File: config.mk
export PLATFORM = sky130hd
export DESIGN_NAME = ubg_top
export DESIGN_NICKNAME = d
export VERILOG_FILES = /design/src/logic/ubg_pkg.sv /design/src/logic/ubg_vote_if.sv /design/src/logic/ubg_majority.sv /design/src/logic/ubg_top.sv
export SDC_FILE = /design/constraint.sdc
export NUM_CORES = 1
export LEC_CHECK = 0
export BUFFER_PORTS_ARGS = -buffer_cell sky130_fd_sc_hd__buf_2
export CORE_MARGIN = 4
export CORE_UTILIZATION = 52
export CTS_BUF_LIST = sky130_fd_sc_hd__clkbuf_4 sky130_fd_sc_hd__clkbuf_8
export DETAILED_ROUTE_END_ITERATION = 8
export HOLD_SLACK_MARGIN = 0.15
export PLACE_DENSITY = 0.77
export SETUP_SLACK_MARGIN = 0.02
export SLEW_MARGIN = 10
export SYNTH_ARGS = -nofsm -noshare
export SYNTH_HDL_FRONTEND = slang
export SYNTH_SLANG_ARGS = --single-unit
File: constraint.sdc
create_clock -name ref_clk -period 2.65 [get_ports ref_clk]
set_clock_uncertainty 0.2 [all_clocks]
set_input_delay 0.53 -clock ref_clk [delete_from_list [all_inputs] [get_ports ref_clk]]
set_output_delay 0.53 -clock ref_clk [all_outputs]
set_load 0.01 [all_outputs]
File: src/logic/ubg_pkg.sv
package ubg_pkg;

  // register bus geometry
  localparam int unsigned ADDR_W = 8;
  localparam int unsigned DATA_W = 8;

  // register offsets
  localparam logic [7:0] RCV_CTRL_OFS = 8'h18; // receive_status_control
  localparam logic [7:0] XMT_CTRL_OFS = 8'h98; // transmit_status_control
  localparam logic [7:0] BAUD_DIV_OFS = 8'h99; // baud_divisor

  // transmit_status_control fields
  localparam int unsigned XMT_CLK_SRC_BIT = 7; // 1 = clock master (internal)
  localparam int unsigned XMT_NINE_BIT    = 6;
  localparam int unsigned XMT_EN_BIT      = 5;
  localparam int unsigned XMT_SYNC_BIT    = 4; // clocked mode select
  localparam int unsigned XMT_HIGH_SPD    = 2; // high_speed_select
  localparam int unsigned XMT_SHIFT_EMPTY = 1; // read only
  localparam int unsigned XMT_NINTH_BIT   = 0;

  // receive_status_control fields
  localparam int unsigned RCV_PORT_EN_BIT = 7;
  localparam int unsigned RCV_NINE_BIT    = 6;
  localparam int unsigned RCV_SINGLE_BIT  = 5; // single_receive_enable
  localparam int unsigned RCV_CONT_BIT    = 4; // continuous_receive_enable
  localparam int unsigned RCV_FRAME_BIT   = 2; // framing_error_flag, read only
  localparam int unsigned RCV_OVERRUN_BIT = 1; // overrun_error_flag, read only
  localparam int unsigned RCV_NINTH_BIT   = 0; // receive_ninth_bit, read only

  // reset values
  localparam logic [7:0] XMT_CTRL_RST = 8'h02;
  localparam logic [7:0] RCV_CTRL_RST = 8'h00;
  localparam logic [7:0] BAUD_DIV_RST = 8'h00;

  // writable masks; unimplemented and read-only bits are never stored
  localparam logic [7:0] XMT_CTRL_WMASK = 8'hF5;
  localparam logic [7:0] RCV_CTRL_WMASK = 8'hF0;

  // sample ticks per bit, minus one (the terminal count of the post divider)
  localparam logic [5:0] POST_TERM_LOW  = 6'h3F; // 64 samples per bit
  localparam logic [5:0] POST_TERM_HIGH = 6'h0F; // 16 samples per bit
  localparam logic [5:0] POST_TERM_SYNC = 6'h03; // 4 sample ticks per bit

  // number of samples that vote on the receive line
  localparam int unsigned VOTE_N = 3;

  typedef enum logic [1:0] {
    UBG_ASYNC_LOW,
    UBG_ASYNC_HIGH,
    UBG_SYNC_MASTER,
    UBG_SYNC_SLAVE
  } ubg_mode_e;

endpackage : ubg_pkg

File: src/logic/ubg_vote_if.sv
// carries the sampling strobe and raw line to the voter, and the vote back
interface ubg_vote_if;
  logic sample_en;
  logic line_raw;
  logic level;

  modport ctrl  (output sample_en, output line_raw, input level);
  modport voter (input sample_en, input line_raw, output level);
endinterface : ubg_vote_if

File: src/logic/ubg_majority.sv
module ubg_majority
  import ubg_pkg::*;
(
  input wire logic ref_clk,
  input wire logic resetn,
  ubg_vote_if.voter vote
);

  logic [VOTE_N-1:0] hist_q;
  logic              level_q;
  logic [1:0]        ones;

  // last three samples of the line; idle line is high
  always_ff @(posedge ref_clk or negedge resetn) begin
    if (!resetn) begin
      hist_q <= '1;
    end else if (vote.sample_en) begin
      hist_q <= {hist_q[VOTE_N-2:0], vote.line_raw};
    end
  end

  always_comb begin
    ones = 2'(hist_q[0]) + 2'(hist_q[1]) + 2'(hist_q[2]);
  end

  // two of three wins, so a single glitch sample cannot flip the level
  always_ff @(posedge ref_clk or negedge resetn) begin
    if (!resetn) begin
      level_q <= 1'b1;
    end else begin
      level_q <= (ones >= 2'h2);
    end
  end

  assign vote.level = level_q;

endmodule // ubg_majority

File: src/logic/ubg_top.sv
// Contract
// - one 8-bit tick generator serves all modes except the clocked slave
// - divisor sets free-running 8-bit timer period
// - async mode: high speed bit shapes rate
// - sync mode ignores high speed bit
// - async low: clock over 64 times (X+1)
// - async high: clock over 16 times (X+1)
// - sync: clock over 4 times (X+1)
// - formulas only as master; slave uses external clock
// - every divisor 0..255 gives valid period
// - divisor write restarts the timer at once
// - receive line decided by three-sample majority
// - timer gives x16, x64 or (clocked) x4 sample clock
// - clocked mode bit clear selects async
module ubg_top
  import ubg_pkg::*;
#(
  parameter int unsigned DIV_W = 8
) (
  input  wire logic                      ref_clk,
  input  wire logic                      resetn,
  // register port
  input  wire logic [ubg_pkg::ADDR_W-1:0] reg_addr,
  input  wire logic [ubg_pkg::DATA_W-1:0] reg_wdata,
  input  wire logic                      reg_wr,
  input  wire logic                      reg_rd,
  output logic      [ubg_pkg::DATA_W-1:0] reg_rdata,
  // status from the transmitter and receiver
  input  wire logic                      shift_empty,
  input  wire logic                      framing_error_flag,
  input  wire logic                      overrun_error_flag,
  input  wire logic                      receive_ninth_bit,
  // line side
  input  wire logic                      receive_data_pin,
  input  wire logic                      ext_bit_clk,
  // to the shifting and sampling logic
  output logic                           sample_tick,
  output logic                           baud_tick,
  output logic                           rx_level,
  output logic                           sync_mode,
  output logic                           port_enable
);

  // the register is 8 bits wide, so the timer cannot be any other width
  if (DIV_W != DATA_W) begin : g_div_w_check
    $error("ubg_top: DIV_W must equal the 8-bit register width");
  end

  // the voter below taps exactly three samples of the line
  if (VOTE_N != 3) begin : g_vote_n_check
    $error("ubg_top: VOTE_N must be 3");
  end

  // register state
  // only writable bits are stored, so unused bits read back as zero
  logic [7:0]       xmt_ctrl_q;
  logic [7:0]       rcv_ctrl_q;
  logic [DIV_W-1:0] baud_divisor_q;
  logic [7:0]       reg_rdata_q;

  // one write enable per register
  logic             wr_xmt;
  logic             wr_rcv;
  logic             wr_div;

  // address decode of the write strobe
  // exact decode: any other address neither stores nor disturbs the timer
  always_comb begin
    wr_xmt = reg_wr && (reg_addr == XMT_CTRL_OFS);
    wr_rcv = reg_wr && (reg_addr == RCV_CTRL_OFS);
    wr_div = reg_wr && (reg_addr == BAUD_DIV_OFS);
  end

  // transmit_status_control: only writable bits are stored
  always_ff @(posedge ref_clk or negedge resetn) begin
    if (!resetn) begin
      xmt_ctrl_q <= XMT_CTRL_RST;
    end else if (wr_xmt) begin
      xmt_ctrl_q <= reg_wdata & XMT_CTRL_WMASK;
    end
  end

  // receive_status_control: control half only, flags come from the receiver
  // the flags are read live, so a read never shows a stale flag
  always_ff @(posedge ref_clk or negedge resetn) begin
    if (!resetn) begin
      rcv_ctrl_q <= RCV_CTRL_RST;
    end else if (wr_rcv) begin
      rcv_ctrl_q <= reg_wdata & RCV_CTRL_WMASK;
    end
  end

  // baud_divisor: every 8-bit value is accepted as is
  // zero is legal and gives the fastest rate, one sample tick per clock
  always_ff @(posedge ref_clk or negedge resetn) begin
    if (!resetn) begin
      baud_divisor_q <= BAUD_DIV_RST;
    end else if (wr_div) begin
      baud_divisor_q <= reg_wdata;
    end
  end

  // read path: data stand in the cycle after the strobe only
  // the reply drops back to zero afterwards, so old data never linger
  // flags and the shifter status are read live, never stored
  function automatic logic [7:0] read_mux(input logic [7:0] addr);
    logic [7:0] val;
    val = 8'h00;
    unique case (addr)
      XMT_CTRL_OFS: begin
        val                  = xmt_ctrl_q;
        val[XMT_SHIFT_EMPTY] = shift_empty;
      end
      RCV_CTRL_OFS: begin
        val                  = rcv_ctrl_q;
        val[RCV_FRAME_BIT]   = framing_error_flag;
        val[RCV_OVERRUN_BIT] = overrun_error_flag;
        val[RCV_NINTH_BIT]   = receive_ninth_bit;
      end
      BAUD_DIV_OFS: begin
        val = baud_divisor_q;
      end
      default: begin
        val = 8'h00; // unmapped addresses read as zero
      end
    endcase
    return val;
  endfunction

  // registered reply, zero outside its one cycle
  always_ff @(posedge ref_clk or negedge resetn) begin
    if (!resetn) begin
      reg_rdata_q <= 8'h00;
    end else if (reg_rd) begin
      reg_rdata_q <= read_mux(reg_addr);
    end else begin
      reg_rdata_q <= 8'h00;
    end
  end

  // mode selection
  // high speed select matters only while the clocked mode bit is clear
  ubg_mode_e mode;
  logic [5:0] post_term;

  // clocked mode bit first, then high speed, then clock source
  always_comb begin
    if (!xmt_ctrl_q[XMT_SYNC_BIT]) begin
      if (xmt_ctrl_q[XMT_HIGH_SPD]) begin
        mode = UBG_ASYNC_HIGH;
      end else begin
        mode = UBG_ASYNC_LOW;
      end
    end else if (xmt_ctrl_q[XMT_CLK_SRC_BIT]) begin
      mode = UBG_SYNC_MASTER;
    end else begin
      mode = UBG_SYNC_SLAVE;
    end
  end

  // samples per bit for each mode
  // the rate choice itself is left to software; x16 often has less error
  always_comb begin
    unique case (mode)
      UBG_ASYNC_LOW:   post_term = POST_TERM_LOW;
      UBG_ASYNC_HIGH:  post_term = POST_TERM_HIGH;
      UBG_SYNC_MASTER: post_term = POST_TERM_SYNC;
      UBG_SYNC_SLAVE:  post_term = POST_TERM_SYNC;
    endcase
  end

  // divisor timer: the one generator shared by the async modes and the clocked master; the slave does not use it
  // eight bits wide, so the longest timer period is 256 clocks
  logic [DIV_W-1:0] timer_q;
  logic             timer_wrap;

  // a timer above the divisor cannot stall: the >= compare wraps it at once
  always_comb begin
    timer_wrap = (timer_q >= baud_divisor_q);
  end

  // free running; a divisor write restarts it so the new rate shows
  // without waiting out a long old period
  always_ff @(posedge ref_clk or negedge resetn) begin
    if (!resetn) begin
      timer_q <= '0;
    end else if (wr_div) begin
      timer_q <= '0;
    end else if (timer_wrap) begin
      timer_q <= '0;
    end else begin
      timer_q <= timer_q + 1'b1;
    end
  end

  // sample clock: one pulse per timer period, x16, x64 or (clocked master) x4 of the bit rate
  // held low as slave, where no internal sample clock exists
  logic sample_tick_q;

  always_ff @(posedge ref_clk or negedge resetn) begin
    if (!resetn) begin
      sample_tick_q <= 1'b0;
    end else begin
      sample_tick_q <= timer_wrap && !wr_div && (mode != UBG_SYNC_SLAVE);
    end
  end

  // post divider: sample clock to bit rate
  // a divisor write restarts it too, so the first bit after it is whole
  // counts sample ticks within one bit
  logic [5:0] post_q;
  logic       post_wrap;

  always_comb begin
    post_wrap = (post_q >= post_term);
  end

  // the >= test also recovers when a mode change shrinks the terminal
  always_ff @(posedge ref_clk or negedge resetn) begin
    if (!resetn) begin
      post_q <= '0;
    end else if (wr_div) begin
      post_q <= '0;
    end else if (sample_tick_q) begin
      if (post_wrap) begin
        post_q <= '0;
      end else begin
        post_q <= post_q + 1'b1;
      end
    end else if (post_wrap && (post_q != post_term)) begin
      post_q <= '0;
    end
  end

  // external bit clock for the slave; inputs are already synchronous
  // the edge detector resets low, the parked level of the far side's clock
  logic ext_clk_q;

  // one flop of history for the rising edge detector
  always_ff @(posedge ref_clk or negedge resetn) begin
    if (!resetn) begin
      ext_clk_q <= 1'b0;
    end else begin
      ext_clk_q <= ext_bit_clk;
    end
  end

  // bit rate tick
  // it lags its sample tick by one cycle, the price of a registered output
  logic baud_tick_q;

  // as slave the far side's rising edge is the tick, else the post divider
  always_ff @(posedge ref_clk or negedge resetn) begin
    if (!resetn) begin
      baud_tick_q <= 1'b0;
    end else if (mode == UBG_SYNC_SLAVE) begin
      baud_tick_q <= ext_bit_clk && !ext_clk_q;
    end else begin
      baud_tick_q <= sample_tick_q && post_wrap && !wr_div;
    end
  end

  // receive line majority detector
  // a single noisy sample cannot flip the decided level
  ubg_vote_if vote_if ();

  // as slave the line is sampled every clock, there is no sample clock
  assign vote_if.sample_en = sample_tick_q || (mode == UBG_SYNC_SLAVE);
  assign vote_if.line_raw  = receive_data_pin;

  // the voter keeps its own history and decided level
  ubg_majority u_majority (
    .ref_clk (ref_clk),
    .resetn  (resetn),
    .vote    (vote_if.voter)
  );

  // configuration seen by the transmitter and receiver
  // copies lag the register by one cycle but reach the pins from flip-flops
  logic sync_mode_q;
  logic port_enable_q;

  // mode and enable copies for the transmitter and receiver
  always_ff @(posedge ref_clk or negedge resetn) begin
    if (!resetn) begin
      sync_mode_q   <= 1'b0;
      port_enable_q <= 1'b0;
    end else begin
      sync_mode_q   <= xmt_ctrl_q[XMT_SYNC_BIT];
      port_enable_q <= rcv_ctrl_q[RCV_PORT_EN_BIT];
    end
  end

  // outputs are renames of flip-flops, nothing combinational on the pins
  assign reg_rdata   = reg_rdata_q;
  assign sample_tick = sample_tick_q;
  assign baud_tick   = baud_tick_q;
  assign rx_level    = vote_if.level;
  assign sync_mode   = sync_mode_q;
  assign port_enable = port_enable_q;

endmodule // ubg_top

; Word level (Yosys, flattened, before mapping)
; Index checks and enable logic that the tools add are counted.
[totals]
register_bits = 50
output_inout_bits = 13
[op_classes]
addsub = 4
order_cmp = 3
eq_ne = 8
muxes = 13
reduce_logical = 15
[op_table]
columns = operator, count
row1 = 6-bit 2-to-1 mux, 4
row2 = 8-bit 2-to-1 mux, 3
row3 = 8-bit one-hot mux with 3 select lines, 1
row4 = 6-bit one-hot mux with 3 select lines, 1
row5 = "8-bit == test, second input constant", 2
row6 = 1-bit logical AND, 9
row7 = "8-bit by 1-bit adder with 8-bit output, second input constant", 1
row8 = "8-bit by 5-bit == test with 1-bit output, second input constant", 1
row9 = 8-bit greater-or-equal comparator, 1
row10 = "6-bit by 1-bit adder with 6-bit output, second input constant", 1
row11 = 6-bit greater-or-equal comparator, 1
row12 = 6-bit inequality test, 1
row13 = "2-bit == test, second input constant", 2
row14 = 1-bit 2-to-1 mux, 3
row15 = 3-bit nonzero test, 1
row16 = 1-bit by 1-bit adder with 2-bit output, 1
row17 = 2-bit by 1-bit adder with 2-bit output, 1
row18 = "2-bit by 1-bit == test with 1-bit output, second input constant", 1
row19 = "2-bit greater-or-equal comparator, second input constant", 1
row20 = 1-bit zero test, 2
row21 = 2-bit zero test, 1
row22 = 2-bit 2-to-1 mux, 1
row23 = "2-bit inequality test, second input constant", 1
row24 = 2-bit OR reduction, 1
row25 = 1-bit logical OR, 1

; Logic depth before layout (Yosys ltp)
; Gate-level depths: netlist of run 1.
[logic_depth]
depth_word = 10
mapped_depth = 7

; Hierarchy
; A second synthesis of run 1 with hierarchy kept.
[hier_totals]
cells_unflattened = 210
area_unflattened_um2 = 2418.6
[by_module_without_submodules]
columns = mod, instances, cells_each, area_per_inst_um2, seq_area_each_um2
row1 = ubg_top, 1, 201, 2259.7, 1126.1
row2 = ubg_majority, 1, 9, 158.9, 105.1

; Worst setup path before layout of run 1
; Ideal clock, no wire load.
[synth_path]
kind = register -> register
from = reg xmt_ctrl_q[4]
to = reg post_q[3]
setup_time_ns = 0.077
t_arrival_ns = 2.337
required_ns = 2.373
path_slack_ns = 0.035
path_stages_with_launch = 8
path_buffers = 0
cell_sequence = dfrtp_1 -> or2_2 -> ha_1 -> and3_1 -> and3_1 -> or3b_1 -> or3b_2 -> a21oi_1
[synth_between]
elab_chain_cells = 8
[synth_lines]
columns = element, line
row1 = start: declaration, ubg_top.sv:56  ; logic [7:0] xmt_ctrl_q;
row2 = start signal: assignment, ubg_top.sv:79  ; xmt_ctrl_q <= reg_wdata & XMT_CTRL_WMASK;
row3 = 2-bit 2-to-1 mux (*), ubg_top.sv:148  ; if (!xmt_ctrl_q[XMT_SYNC_BIT]) begin
row4 = 2-bit == test, ubg_top.sv:164  ; unique case (mode)
row5 = 2-bit OR reduction (no line), --
row6 = 6-bit one-hot mux with 3 select lines (*), ubg_top.sv:164
row7 = 6-bit greater-or-equal comparator, ubg_top.sv:215  ; post_wrap = (post_q >= post_term);
row8 = 6-bit 2-to-1 mux, ubg_top.sv:225  ; if (post_wrap) begin
row9 = 6-bit 2-to-1 mux, ubg_top.sv:224  ; end else if (sample_tick_q) begin
row10 = 6-bit 2-to-1 mux, ubg_top.sv:222  ; end else if (wr_div) begin
row11 = end signal: assignment, ubg_top.sv:228  ; post_q <= post_q + 1'b1;
row12 = end: declaration, ubg_top.sv:211  ; logic [5:0] post_q;
; Mark *: on every way between the ends. The rest lies on a longest branch, timed or not. The select of a mux whose other input is x is not followed.
; A chain may end at the register's enable or synchronous reset.

; Final worst setup path of run 1
[layout_path]
from = reg xmt_ctrl_q[2]
to = reg post_q[2]
[layout_between]
elab_chain_cells = 9
[layout_lines]
columns = element, line
row1 = 1-bit 2-to-1 mux (*), ubg_top.sv:149  ; if (xmt_ctrl_q[XMT_HIGH_SPD]) begin
row2 = 2-bit 2-to-1 mux (*), ubg_top.sv:148
row3 = 2-bit == test, ubg_top.sv:164
row4 = 2-bit OR reduction (no line), --
row5 = 6-bit one-hot mux with 3 select lines (*), ubg_top.sv:164
row6 = 6-bit greater-or-equal comparator, ubg_top.sv:215
row7 = 6-bit 2-to-1 mux, ubg_top.sv:225
row8 = 6-bit 2-to-1 mux, ubg_top.sv:224
row9 = 6-bit 2-to-1 mux, ubg_top.sv:222
; Marked as above.

==> results by stage, run 1 <==
Worst hold path:
- Counting instances, the worst hold path has a depth of 0.
- The worst hold path terminates at port_enable.
- The startpoint identified for the worst hold timing path is rcv_ctrl_q[7].
- The worst hold path belongs to the class reg -> reg.

Synth:
- During synthesis, Yosys emitted a total of 0 warnings.
- After synthesis the netlist holds a flip-flop and latch count of 49.
- The number of distinct library cell variants in the gate-level netlist after synthesis is 42.
- Sorting the synthesized cells by area gives the leading types as dfrtp_1 (47%), mux2_2 (8.0%), ha_1 (7.9%), dfstp_2 (4.4%), mux2_4 (4.4%).
- Among all flip-flop cells after synthesis, the most frequent one is dfrtp_1.
- Sorting the synthesized cells by how often they occur yields dfrtp_1 (45), mux2_2 (17), ha_1 (15).
- The netlist area before placement is 2390 um2.
- The largest total area in the synthesized netlist belongs to dfrtp_1.
- Of the synthesized area, sequential elements account for 0.515.
- The share of synthesized area in the top cell type comes to 0.471.
- After synthesis, the mean cell area works out to 12.1 um2.
- The async set or reset register ratio after synthesis is 1.00.
- Synthesis produced a netlist with a net count of 239.
- The cell count after synthesis is 198.
- The number of flops mapped to enable cells by yosys is 0.
- The most frequent cell after synthesis is dfrtp_1.

Power and ir drop:
- Of the total power, the share spent switching nets is 0.303.
- The maximum vdd drop is 0.274 mV.
- The share of power burned in combinational logic is 0.268.
- The power density of the placed cells is 685 nW/um2.
- The share of total power dissipated in sequential elements is 0.507.
- Cell internal power was estimated by the tool at 0.00135 W.
- The static leakage is 1.41 nW.
- The net switching power figure is 0.000587 W.
- The clock share of power is 0.225.

Clocking:
- The clock tree from TritonCTS is built.
- The clock-pin transition on the worst setup and hold timing paths is 0.09 ns.
- The cell sitting at the root of the clock tree is a clkbuf_8.
- The H-tree depth reported by CTS is 2.
- For the worst-skew pair, the clock arrives at the later sink with an insertion delay of 0.30 ns.
- The CTS buffer count is 5.
- No sink is reached through more buffers than the 2 on the longest clock path.
- The sink count of the clock tree is 49.

Floorplan:
- The initial standard-cell utilization of the core is 0.541.
- For this design the top-level I/O count stands at 39.
- The number of rows created at floorplan is 24.
- The die outline area is 5740 um2.
- The floorplan step defined a core boundary enclosing 4410 um2.
- The width of the die is 75.8 um.
- The vertical die dimension is 75.8 um.

Timing:
- Summed over all failing endpoints, the final setup total negative slack is 0 ns.
- Based on the critical path, the design can be clocked at up to 393 MHz.
- In the finished design, the share of the clock period the worst path needs comes to 0.960.
- Setup violations remaining at the end of the flow were counted as 0.
- Measured against its own limit, the worst slew margin works out to 0.600.
- Setup slack on the critical path of the routed design comes to 0.105 ns.
- The post-layout minimum cycle time is 2.54 ns.
- The final number of max-transition violations came to 0.
- The slew of the pin with the lowest slew margin is 0.601 ns.
- The hold violation total from the final report is 0.
- Setup repair after global routing left no endpoint under its margin.

Routing:
- The number of optimization iterations in the first detailed-route pass is 4.
- The detailed router finished its first iteration with 63 violations.
- The routed layout has 1,685 vias.
- The wire length on met3 is 257 um.
- For this block, wires on met1 add up to 2090 um.
- The count of nets left with antenna violations once routing finished came out at 0.
- The average wire per standard cell is 15.6 um.
- The via count normalized by instance count is 5.58.
- The highest routing layer actually used is met4.
- After detailed routing, the met2 layer carries 2290 um of wire.
- For this block, the routed nets add up to 4710 um of wire.
- The DRC violation count after routing is 0.

Place:
- The final weighted congestion in routability-driven placement is 0.882.
- The worst slack at placement is 0.0157 ns.
- The placed instances occupy a cell area of 2680 um2.
- The number of placed instances, taps included is 291.
- The HPWL reported at the end of detailed placement is 3290 um.
- The count of buffers added on input and output ports is 38.

Worst setup path:
- The origin of the critical flop-to-flop path is xmt_ctrl_q[2].
- The depth of the worst register-to-register path is 7.
- The worst register-to-register path has a setup slack of 0.11 ns.
- The arrival time at the worst endpoint is 2.58 ns.
- The endpoint required time on the critical path is 2.69 ns.
- The critical path is of the reg -> reg type.
- STA classifies the critical path endpoint as a flop.
- The biggest fanout along the worst timing path is 5.
- In this run the critical register-to-register path is captured at post_q[2].
- STA classifies the critical path startpoint as a flop.

GRT:
- The via count of the first global-routing pass is 1,643.
- The final global-route overflow total is 0.
- The first global-routing pass estimated 7650 um of wire.
- The aggregate global-route resource usage is 0.177.
- The largest net degree at the start of global routing is 50.
- The number of antenna violations at the first check in global routing was 0.

Cells and area:
- The synthesis-to-layout area growth is 18.3%.
- The design area is 2830 um2.
- The non-filler instance count after layout is 302.
- In the final design database the tool counted 290 nets.
- The share of post-route cells with drive strength above 1 is 0.380.
- The layout has 358 filler cells.
- The number of diodes added for antenna fixing is 0.

Job:
- The count of max-cap constraint violations is 0.

Run status:
- The flow ran to the end, and the final reports show no timing, DRC or antenna violations.
per-layer routing:
metal	up-vias	GRT usage
met2	49	0.282
met4	0	0.0641
met1	807	0.235
li1	822	-
met3	7	0.0422
met5	-	0
power groups by stage:
stage	clock [W]	combinational [W]	sequential, W
after floorplan	0	0.000323	0.000975
after global placement	0	0.000453	0.000989
after detailed placement	0	0.000470	0.000995
after CTS	0.000452	0.000483	0.000980
after global routing	0.000487	0.000602	0.000996
final	0.000436	0.000520	0.000982
final cells by class:
cell class | instances | area (um2) | area share
clock buffers | 7 | 83.8 | 0.0296
clock inverters | 1 | 5.00 | 0.00177
inverters | 8 | 30.0 | 0.0106
multi-input cells | 137 | 1140 | 0.404
flip-flops and latches | 49 | 1230 | 0.435
well taps | 52 | 65.1 | 0.0230
repair buffers | 48 | 270 | 0.0956
layout by cell type, fill, tap and decap left out, drive strengths merged, types with 4 or more instances in the layout:
cell type	count
ha	15
dfstp	4
xor2	4
mux2	28
a22oi	7
dfrtp	45
nor2	13
a21oi	4
inv	8
buf	46
nor3	11
nand2	7
and3	6
nand3	10
clkbuf	7
worst max-delay path: stages (launching register included):
cell and delay (ns):
dfrtp_1 0.39, or2_2 0.29, ha_1 0.29, and3_4 0.19, and3_4 0.18, or3b_4 0.42
or3b_4 0.41, a21oi_2 0.11
stage by stage:
stage	hold slack [ns]	utilization	power, W
5_1_grt	0.231	0.641	0.00209
4_1_cts	0.216	0.632	0.00192
3_5_place_dp	0.197	0.607	0.00146
6_report	0.210	0.641	0.00194
2_1_floorplan	0.0344	-	0.00130
3_3_place_gp	0.195	0.607	0.00144
cells by family after synthesis:
kind of cell    Yosys count  synth area share
compound gates           27            0.0785
xor+xnor                  6            0.0220
fa+ha+maj                15            0.0785
buf+inv                  12            0.0209
flops                    49             0.515
mux                      28             0.143
simple gates             61             0.142
how the worst max path moves through the flow:
| stage | startpoint | endpoint | slack [ns] | depth (start not counted) |
|---|---|---|---|---|
| finish | xmt_ctrl_q[2] | post_q[2] | 0.11 | 7 |
| global route | xmt_ctrl_q[2] | post_q[5] | 0.02 | 7 |
| CTS | xmt_ctrl_q[2] | post_q[3] | 0.02 | 7 |
| detailed placement | xmt_ctrl_q[2] | post_q[3] | 0.02 | 7 |
| global placement | xmt_ctrl_q[4] | post_q[3] | 0.05 | 7 |
| floorplan | xmt_ctrl_q[4] | post_q[3] | 0.04 | 7 |
state kept, by name, indices dropped and copies added, names as in the netlist:
| name | count |
|---|---|
| baud_divisor_q | 8 |
| baud_tick | 1 |
| ext_clk_q | 1 |
| port_enable | 1 |
| post_q | 6 |
| rcv_ctrl_q | 4 |
| reg_rdata | 8 |
| sample_tick | 1 |
| sync_mode | 1 |
| timer_q | 8 |
| u_majority.hist_q | 3 |
| u_majority.vote.level | 1 |
| xmt_ctrl_q | 6 |
what timing repair did:
action | in CTS | in global routing
pin swaps | 0 | 2
setup endpoints to repair | 2 | 4
resized for setup | 1 | 9
endpoints found under the hold margin | 46 | 0
hold buffers | 2 | 0
setup buffers | 0 | 1
Note: power is estimated with default switching activity, not from simulation.
==> inputs of run 2 (changes only) <==
--- a/config.mk
+++ b/config.mk
@@ -5,13 +5,14 @@
 export SDC_FILE = /design/constraint.sdc
 export NUM_CORES = 1
 export LEC_CHECK = 0
+export ABC_AREA = 1
 export BUFFER_PORTS_ARGS = -buffer_cell sky130_fd_sc_hd__buf_2
 export CORE_MARGIN = 4
-export CORE_UTILIZATION = 52
+export CORE_UTILIZATION = 53
 export CTS_BUF_LIST = sky130_fd_sc_hd__clkbuf_4 sky130_fd_sc_hd__clkbuf_8
 export DETAILED_ROUTE_END_ITERATION = 8
 export HOLD_SLACK_MARGIN = 0.15
-export PLACE_DENSITY = 0.77
+export PLACE_DENSITY = 0.78
 export SETUP_SLACK_MARGIN = 0.02
 export SLEW_MARGIN = 10
 export SYNTH_ARGS = -nofsm -noshare
==> run 2 against run 1 <==
Net effect: wire length grew 9.8%; clock-buffer cell count is the same; maximum frequency grew 30%; worst setup slack gained 0.58 ns; combinational power shrank 22%; non-clock buffer count shrank 6; critical path depth grew 1; via count grew 26%; largest power group unchanged; die area grew 6.2%.
==> results by stage, run 2 <==
Power and ir drop:
- The total internal power is 0.00124 W (was 0.00135 W).
- The net switching power figure is 0.000554 W (was 0.000587 W).
- The clock share of power is 0.249 (was 0.225).
- The switching share of power was 0.309 (was 0.303).
- The power density of the placed cells came to 604 nW/um2 (was 685 nW/um2).
- The maximum vdd drop is 0.407 mV (was 0.274 mV).
- The static leakage is 1.67 nW (was 1.41 nW).
- The share of power burned in combinational logic is 0.225 (was 0.268).
- The part of the power in registers came to 0.526 (was 0.507).

Run status:
- Status: finished, final reports clean (unchanged).

Synth:
- The async set or reset register ratio after synthesis is 1.00 (unchanged).
- The netlist area before placement came to 2600 um2 (was 2390 um2).
- The post-synthesis cell type with the largest combined area was dfrtp_1 (unchanged).
- Cells taking the most area after synthesis: dfrtp_1 (43%), nand2_1 (12%), nand3_1 (7.5%), ha_1 (7.2%), inv_1 (5.9%) (was dfrtp_1 (47%), mux2_2 (8.0%), ha_1 (7.9%), dfstp_2 (4.4%), mux2_4 (4.4%)).
- Synth top cells by count: nand2_1 (82), dfrtp_1 (45), inv_1 (41) (was dfrtp_1 (45), mux2_2 (17), ha_1 (15)).
- The sequential element share of the synthesized area came to 0.473 (was 0.515).
- The post-synthesis net count is 350 (was 239).
- The cell count after synthesis was 309 (was 198).
- The number of flip-flops and latches in the synthesized netlist is 49 (unchanged).
- The top cell type's share of synthesized area is 0.432 (was 0.471).
- The number of synthesis warnings is 0 (unchanged).
- The average size of a mapped cell is 8.43 um2 (was 12.1 um2).
- The most frequent cell after synthesis is nand2_1 (was dfrtp_1).
- The number of distinct library cell variants in the gate-level netlist after synthesis is 30 (was 42).
- The most used flip-flop cell after synthesis is dfrtp_1 (unchanged).
- The number of flops mapped to enable cells by yosys is 0 (unchanged).

Worst setup path:
- The kind of end point of the critical path is a flop (unchanged).
- The biggest fanout along the worst timing path came to 6 (was 5).
- The arrival time at the worst endpoint was 2.00 ns (was 2.58 ns).
- The dominant delay contributor by cell family on the critical path was simple AND/OR/NAND/NOR gates (unchanged).
- Cell-by-cell listing of the critical path: inv_1, nand2_1, ha_1, a21oi_1, nand3_1, nor2_2, nand2_1, nand2_1 (was or2_2, ha_1, and3_4, and3_4, or3b_4, or3b_4, a21oi_2).
- The depth of the worst register-to-register path is 8 (was 7).
- The total stage count of the critical path is 8 (was 7).
- The category of the worst setup path launch point is a flop (unchanged).
- The endpoint required time on the critical path is 2.69 ns (about the same).
- The peak per-stage delay on the critical path came to 0.44 ns (was 0.42 ns).
- The kind of critical path is reg -> reg (unchanged).
- The number of buffer and inverter stages on the critical path was 1 (was 0).
- The standard cell with the maximum stage delay on the critical path is dfrtp_1 (was or3b_4).
- The library cell appearing most often on the critical path is nand2_1.

Floorplan:
- The initial standard-cell utilization of the core was 0.548 (was 0.541).
- The vertical die dimension came to 78.1 um (was 75.8 um).
- The boundary pin count is 39 (unchanged).
- The die outline area is 6100 um2 (was 5740 um2).
- The core footprint is 4750 um2 (was 4410 um2).
- The width of the die came to 78.1 um (was 75.8 um).
- The number of rows created at floorplan was 25 (was 24).

Routing:
- The total via count in the routed design was 2,120 (was 1,685).
- The wire length on met3 was 297 um (was 257 um).
- The number of optimization iterations in the first detailed-route pass is 4 (unchanged).
- The detailed-route wire length on metal 1 is 2410 um (was 2090 um).
- The wire length on met2 is 2400 um (was 2290 um).
- The via count normalized by instance count is 5.02 (was 5.58).
- The total wire length is 5170 um (was 4710 um).
- The post-route antenna net violation count is 0 (unchanged).
- The iteration-0 DRC count of the detailed router came to 181 (was 63).
- The DRC violation count after routing came to 0 (unchanged).
- The highest routing layer actually used is met4 (unchanged).
- The average wire per standard cell is 12.2 um (was 15.6 um).

Timing:
- The setup total negative slack is 0 ns (unchanged).
- The fraction of the cycle the final worst path needs was 0.740 (was 0.960).
- The slew of the pin with the lowest slew margin was 0.826 ns (was 0.601 ns).
- The final hold slack is 0.128 ns (was 0.210 ns).
- The final number of max-transition violations is 0 (unchanged).
- Unrepaired setup endpoints after global routing: no (unchanged).
- The highest clock rate is 510 MHz (was 393 MHz).
- The hold violation total from the final report is 0 (unchanged).
- The worst slew slack as a fraction of its limit is 0.449 (was 0.600).
- The post-layout minimum cycle time is 1.96 ns (was 2.54 ns).
- The final number of setup-violating endpoints is 0 (unchanged).

Clocking:
- The insertion delay of the later-clocked pin in the worst-skew pair was 0.30 ns (about the same).
- The H-tree depth reported by CTS is 2 (unchanged).
- The library cell used as clock root buffer is clkbuf_8 (unchanged).
- The clock-pin transition on the worst setup and hold timing paths is 0.09 ns (about the same).
- The CTS buffer count is 5 (unchanged).
- The number of buffers on the longest clock path is 2 (unchanged).
- The sink count of the clock tree is 49 (unchanged).
- The buffer count from post-CTS setup fixing is 0 (unchanged).
- The clock tree from TritonCTS is built (unchanged).
- The number of gates resized after cts is 0 (was 1).

Worst hold path:
- The path type of the worst min-delay path is in -> async (was reg -> reg).

GRT:
- The final global-route overflow total was 0 (unchanged).
- The largest net degree at the start of global routing is 40 (was 50).
- The via count of the first global-routing pass is 2,010 (was 1,643).
- The number of antenna violations at the first check in global routing came to 0 (unchanged).
- The aggregate global-route resource usage was 0.185 (was 0.177).
- The wire length of the first global-routing pass is 9080 um (was 7650 um).

Cells and area:
- The number of diodes added for antenna fixing is 0 (unchanged).
- The synthesis-to-layout area growth was 13.9% (was 18.3%).
- The number of fill cells is 430 (was 358).
- The share of post-route cells with drive strength above 1 was 0.200 (was 0.380).
- The number of nets in the final layout is 395 (was 290).
- The leading cell type in the layout, fill and taps excluded is nand2_1 (was dfrtp_1).
- Top library cells by usage in the layout, fill and taps aside: nand2_1 (82), dfrtp_1 (45), inv_1 (41), nand3_1 (39), buf_2 (38) (was dfrtp_1 (45), buf_2 (38), mux2_2 (17), ha_1 (15), nor2_1 (12)).

Place:
- The number of port buffers was 38 (unchanged).
- The final weighted congestion in routability-driven placement is 0.871 (was 0.882).
- The HPWL reported at the end of detailed placement is 4030 um (was 3290 um).

Job:
- The count of max-cap constraint violations was 0 (unchanged).
run 2: worst paths after layout:
kind                          startpoint      endpoint  slack [ns]
max                        xmt_ctrl_q[4]     post_q[5]        0.69
min                               resetn  reg_rdata[7]        0.13
max reg2reg                xmt_ctrl_q[4]     post_q[5]        0.69
min reg2reg                rcv_ctrl_q[7]   port_enable        0.21
max in group asynchronous         resetn     post_q[0]        1.52
min in group ref_clk       rcv_ctrl_q[7]   port_enable        0.21
run 2: final cells by class:
class                           count  area (um2)  share of cell area
Inverter                           42         163              0.0548
Clock buffer                        7        83.8              0.0282
Clock inverter                      1        7.51             0.00253
Timing Repair Buffer               42         223              0.0750
Multi-Input combinational cell    214        1180               0.396
Tap cell                           67        83.8              0.0282
Sequential cell                    49        1230               0.415
run 2: power groups by stage:
stage               registers, W  clock network (W)  logic (W)
floorplan               0.000933                  0   0.000293
global placement        0.000953                  0   0.000387
detailed placement      0.000958                  0   0.000405
CTS                     0.000943           0.000454   0.000409
global route            0.000955           0.000492   0.000478
finish                  0.000942           0.000446   0.000404
run 2: stage by stage:
| stage | util | instance area, um2 | std cells | setup slack (ns) | power, W |
|---|---|---|---|---|---|
| floorplan | - | 2610 | 309 | 0.960 | 0.00123 |
| global placement | 0.603 | 2870 | 413 | 0.586 | 0.00134 |
| detailed placement | 0.603 | 2870 | 413 | 0.561 | 0.00136 |
| CTS | 0.624 | 2970 | 422 | 0.718 | 0.00181 |
| global route | 0.624 | 2970 | 422 | 0.528 | 0.00192 |
| finish | 0.624 | 2970 | 422 | 0.689 | 0.00179 |
run 2: cells by family (layout without fill, tap and decap cells):
kind of cell | Yosys count | in the layout | share of synthesized area
multiplexers | 1 | 1 | 0.00432
XOR/XNOR | 4 | 4 | 0.0134
AND/OR/NAND/NOR | 164 | 164 | 0.297
AO/OA/AOI/OAI | 30 | 30 | 0.0648
flip-flops | 49 | 49 | 0.473
buffers and inverters | 46 | 92 | 0.0759
adder cells (fa/ha/maj) | 15 | 15 | 0.0720
run 2: timing repair:
item / in CTS / in global routing
endpoints found under the setup margin: 0 / 0
hold endpoints to repair: 1 / 0
hold buffers: 1 / 0
run 2: metal layers:
layer  GRT usage  up-vias
li1            -     1088
met1       0.247      981
met2       0.300       47
met3      0.0493        4
met4      0.0507        0
met5           0        -
run 2: worst register-to-register path, cell delays in order (launching register included):
cell,delay [ns]
dfrtp_1,0.44
inv_1,0.11
nand2_1,0.09
ha_1,0.30
a21oi_1,0.21
nand3_1,0.16
nor2_2,0.25
nand2_1,0.08
nand2_1,0.06
==> inputs of run 3 (changes only) <==
--- a/config.mk
+++ b/config.mk
@@ -8,11 +8,11 @@
 export ABC_AREA = 1
 export BUFFER_PORTS_ARGS = -buffer_cell sky130_fd_sc_hd__buf_2
 export CORE_MARGIN = 4
-export CORE_UTILIZATION = 53
+export CORE_UTILIZATION = 59
 export CTS_BUF_LIST = sky130_fd_sc_hd__clkbuf_4 sky130_fd_sc_hd__clkbuf_8
 export DETAILED_ROUTE_END_ITERATION = 8
 export HOLD_SLACK_MARGIN = 0.15
-export PLACE_DENSITY = 0.78
+export PLACE_DENSITY = 0.82
 export SETUP_SLACK_MARGIN = 0.02
 export SLEW_MARGIN = 10
 export SYNTH_ARGS = -nofsm -noshare
==> constraint.sdc (replaced) <==
create_clock -name ref_clk -period 2.1 [get_ports ref_clk]
set_clock_uncertainty 0.2 [all_clocks]
set_input_delay 0.42 -clock ref_clk [delete_from_list [all_inputs] [get_ports ref_clk]]
set_output_delay 0.42 -clock ref_clk [all_outputs]
set_load 0.01 [all_outputs]
==> run 3 against run 2 <==
Net effect: worst setup slack lost 0.50 ns; total power grew 27%; global-route usage grew 2.0 points; register-to-register slack lost 0.50 ns; critical path type unchanged; clock power grew 30%; combinational power grew 29%; highest routed layer unchanged; largest cell class unchanged; non-clock buffer count grew 10; worst hold slack gained 0.031 ns; maximum frequency grew 2.8%; sequential power grew 25%.
==> results by stage, run 3 (synthesis results as in run 2) <==
Timing:
- Unrepaired setup endpoints after global routing: no (unchanged).
- The final number of setup-violating endpoints is 0 (unchanged).
- The setup total negative slack is 0 ns (unchanged).
- The post-layout minimum cycle time came to 1.91 ns (was 1.96 ns).
- The fraction of the cycle the final worst path needs is 0.908 (was 0.740).
- The worst slew slack as a fraction of its limit is 0.708 (was 0.449).
- The slew of the pin with the lowest slew margin is 0.438 ns (was 0.826 ns).
- The hold violation total from the final report is 0 (unchanged).
- The final number of max-transition violations came to 0 (unchanged).
- The highest clock rate came to 524 MHz (was 510 MHz).

Power and ir drop:
- The static leakage is 1.73 nW (was 1.67 nW).
- The power density of the placed cells was 746 nW/um2 (was 604 nW/um2).
- The maximum vdd drop is 0.524 mV (was 0.407 mV).

Routing:
- The DRC violation count after routing is 0 (unchanged).
- The average wire per standard cell is 12.8 um (was 12.2 um).
- The post-route antenna net violation count is 0 (unchanged).
- The total via count in the routed design is 2,207 (was 2,120).
- The via count normalized by instance count is 5.32 (was 5.02).
- The number of optimization iterations in the first detailed-route pass is 4 (unchanged).
- The total wire length is 5310 um (was 5170 um).
- The iteration-0 DRC count of the detailed router is 162 (was 181).

Run status:
- Status: finished, final reports clean (unchanged).

Clocking:
- The insertion delay of the later-clocked pin in the worst-skew pair came to 0.30 ns (about the same).
- The clock tree from TritonCTS is built (unchanged).
- The library cell used as clock root buffer is clkbuf_8 (unchanged).
- The CTS buffer count is 5 (unchanged).
- The sink count of the clock tree is 49 (unchanged).
- The number of buffers on the longest clock path was 2 (unchanged).
- The number of gates resized after cts is 0 (unchanged).
- The H-tree depth reported by CTS is 2 (unchanged).
- The clock-pin transition on the worst setup and hold timing paths is 0.09 ns (about the same).

Cells and area:
- The share of post-route cells with drive strength above 1 is 0.203 (was 0.200).
- The leading cell type in the layout, fill and taps excluded was nand2_1 (unchanged).
- The synthesis-to-layout area growth was 17.3% (was 13.9%).
- The utilization after layout was 0.738 (was 0.624).
- The number of fill cells is 319 (was 430).
- The number of diodes added for antenna fixing is 0 (unchanged).
- The non-filler instance count after layout is 415 (was 422).
- The number of nets in the final layout is 405 (was 395).
- Top library cells by usage in the layout, fill and taps aside: nand2_1 (82), dfrtp_1 (45), inv_1 (41), nand3_1 (39), buf_2 (38) (unchanged).

Job:
- The count of max-cap constraint violations is 0 (unchanged).

Worst hold path:
- The path type of the worst min-delay path is in -> reg (was in -> async).

Worst setup path:
- The arrival time at the worst endpoint is 1.96 ns (was 2.00 ns).
- Cell-by-cell listing of the critical path: inv_1, nand2_1, ha_1, a21oi_1, nand3_1, nor2_2, nand2_1, nand2_1 (unchanged).
- The biggest fanout along the worst timing path is 6 (unchanged).
- The kind of end point of the critical path is a flop (unchanged).
- The kind of critical path was reg -> reg (unchanged).
- The dominant delay contributor by cell family on the critical path is simple AND/OR/NAND/NOR gates (unchanged).
- The library cell appearing most often on the critical path is nand2_1 (unchanged).
- The standard cell with the maximum stage delay on the critical path is dfrtp_1 (unchanged).
- The category of the worst setup path launch point was a flop (unchanged).
- The number of buffer and inverter stages on the critical path is 1 (unchanged).
- The peak per-stage delay on the critical path came to 0.44 ns (about the same).
- The endpoint required time on the critical path is 2.15 ns (was 2.69 ns).

Floorplan:
- The core footprint is 4140 um2 (was 4750 um2).
- The die outline area is 5540 um2 (was 6100 um2).
- The number of rows created at floorplan is 23 (was 25).
- The width of the die is 74.4 um (was 78.1 um).
- The initial standard-cell utilization of the core is 0.629 (was 0.548).
- The vertical die dimension came to 74.4 um (was 78.1 um).
- The boundary pin count is 39 (unchanged).

Place:
- The final weighted congestion in routability-driven placement is 0.821 (was 0.871).
- The HPWL reported at the end of detailed placement is 3980 um (was 4030 um).
- The number of placed instances, taps included was 399 (was 413).
- The number of port buffers was 38 (unchanged).

GRT:
- The number of antenna violations at the first check in global routing was 0 (unchanged).
- The via count of the first global-routing pass was 2,068 (was 2,010).
- The wire length of the first global-routing pass is 8870 um (was 9080 um).
- The largest net degree at the start of global routing was 32 (was 40).
- The final global-route overflow total is 0 (unchanged).
- The aggregate global-route resource usage is 0.205 (was 0.185).
-- run 3: cell count changes in the layout (fill, tap and decap cells not counted), sizes merged --
cell,delta
dlygate4sd3,+7
buf,+3
clkbuf,-1
clkinv,+2
clkinvlp,-1
-- run 3: worst paths after layout --
path	end	slack, ns	cells past startpoint	start
max reg2reg	post_q[0]	0.19	8	xmt_ctrl_q[4]
max	post_q[0]	0.19	8	xmt_ctrl_q[4]
min	xmt_ctrl_q[2]	0.16	3	reg_wdata[2]
min reg2reg	port_enable	0.22	0	rcv_ctrl_q[7]
max in group asynchronous	baud_divisor_q[3]	0.81	3	resetn
min in group asynchronous	port_enable	0.38	2	resetn
-- run 3: layer usage --
layer / up-vias / track usage / part of all wire
li1: 1112 / - / -
met1: 1021 / 0.257 / 0.44
met2: 69 / 0.359 / 0.48
met3: 5 / 0.0405 / 0.073
met4: 0 / 0.0573 / 0.0096
met5: - / 0 / 0
-- run 3: layout make-up --
class                   count  area, um2  area share
inverters                  42        163      0.0532
clock inverters             2       13.8     0.00450
clock buffers               6       82.6      0.0270
multi-input cells         214       1180       0.385
repair buffers             52        328       0.107
flip-flops and latches     49       1230       0.403
well taps                  50       62.6      0.0205
-- run 3: timing repair --
item	in CTS	in global routing
buffers inserted	0	0
hold buffers	8	0
endpoints found under the hold margin	22	0
-- run 3: report_power, final --
group	leakage [nW]	switching, W	total [W]	internal (W)
Clock	0.0512	0.000314	0.000581	0.000267
Combinational	1.08	0.000281	0.000521	0.000240
Sequential	0.601	0.000105	0.00118	0.00107
Total	1.73	0.000700	0.00228	0.00158
-- run 3: through the flow --
step | hold WS (ns) | area [um2] | power [W] | worst slack [ns]
3_5_place_dp | 0.184 | 2880 | 0.00171 | 0.226
4_1_cts | 0.157 | 3060 | 0.00230 | 0.202
6_report | 0.159 | 3060 | 0.00228 | 0.193
2_1_floorplan | -0.0756 | 2610 | 0.00155 | 0.410
5_1_grt | 0.159 | 3060 | 0.00243 | 0.0289
3_3_place_gp | 0.182 | 2880 | 0.00168 | 0.297
-- run 3: worst register-to-register path, stage by stage, from the launching register on --
cell     delay [ns]
dfrtp_1        0.44
inv_1          0.11
nand2_1        0.08
ha_1           0.29
a21oi_1        0.18
nand3_1        0.13
nor2_2         0.27
nand2_1        0.09
nand2_1        0.07
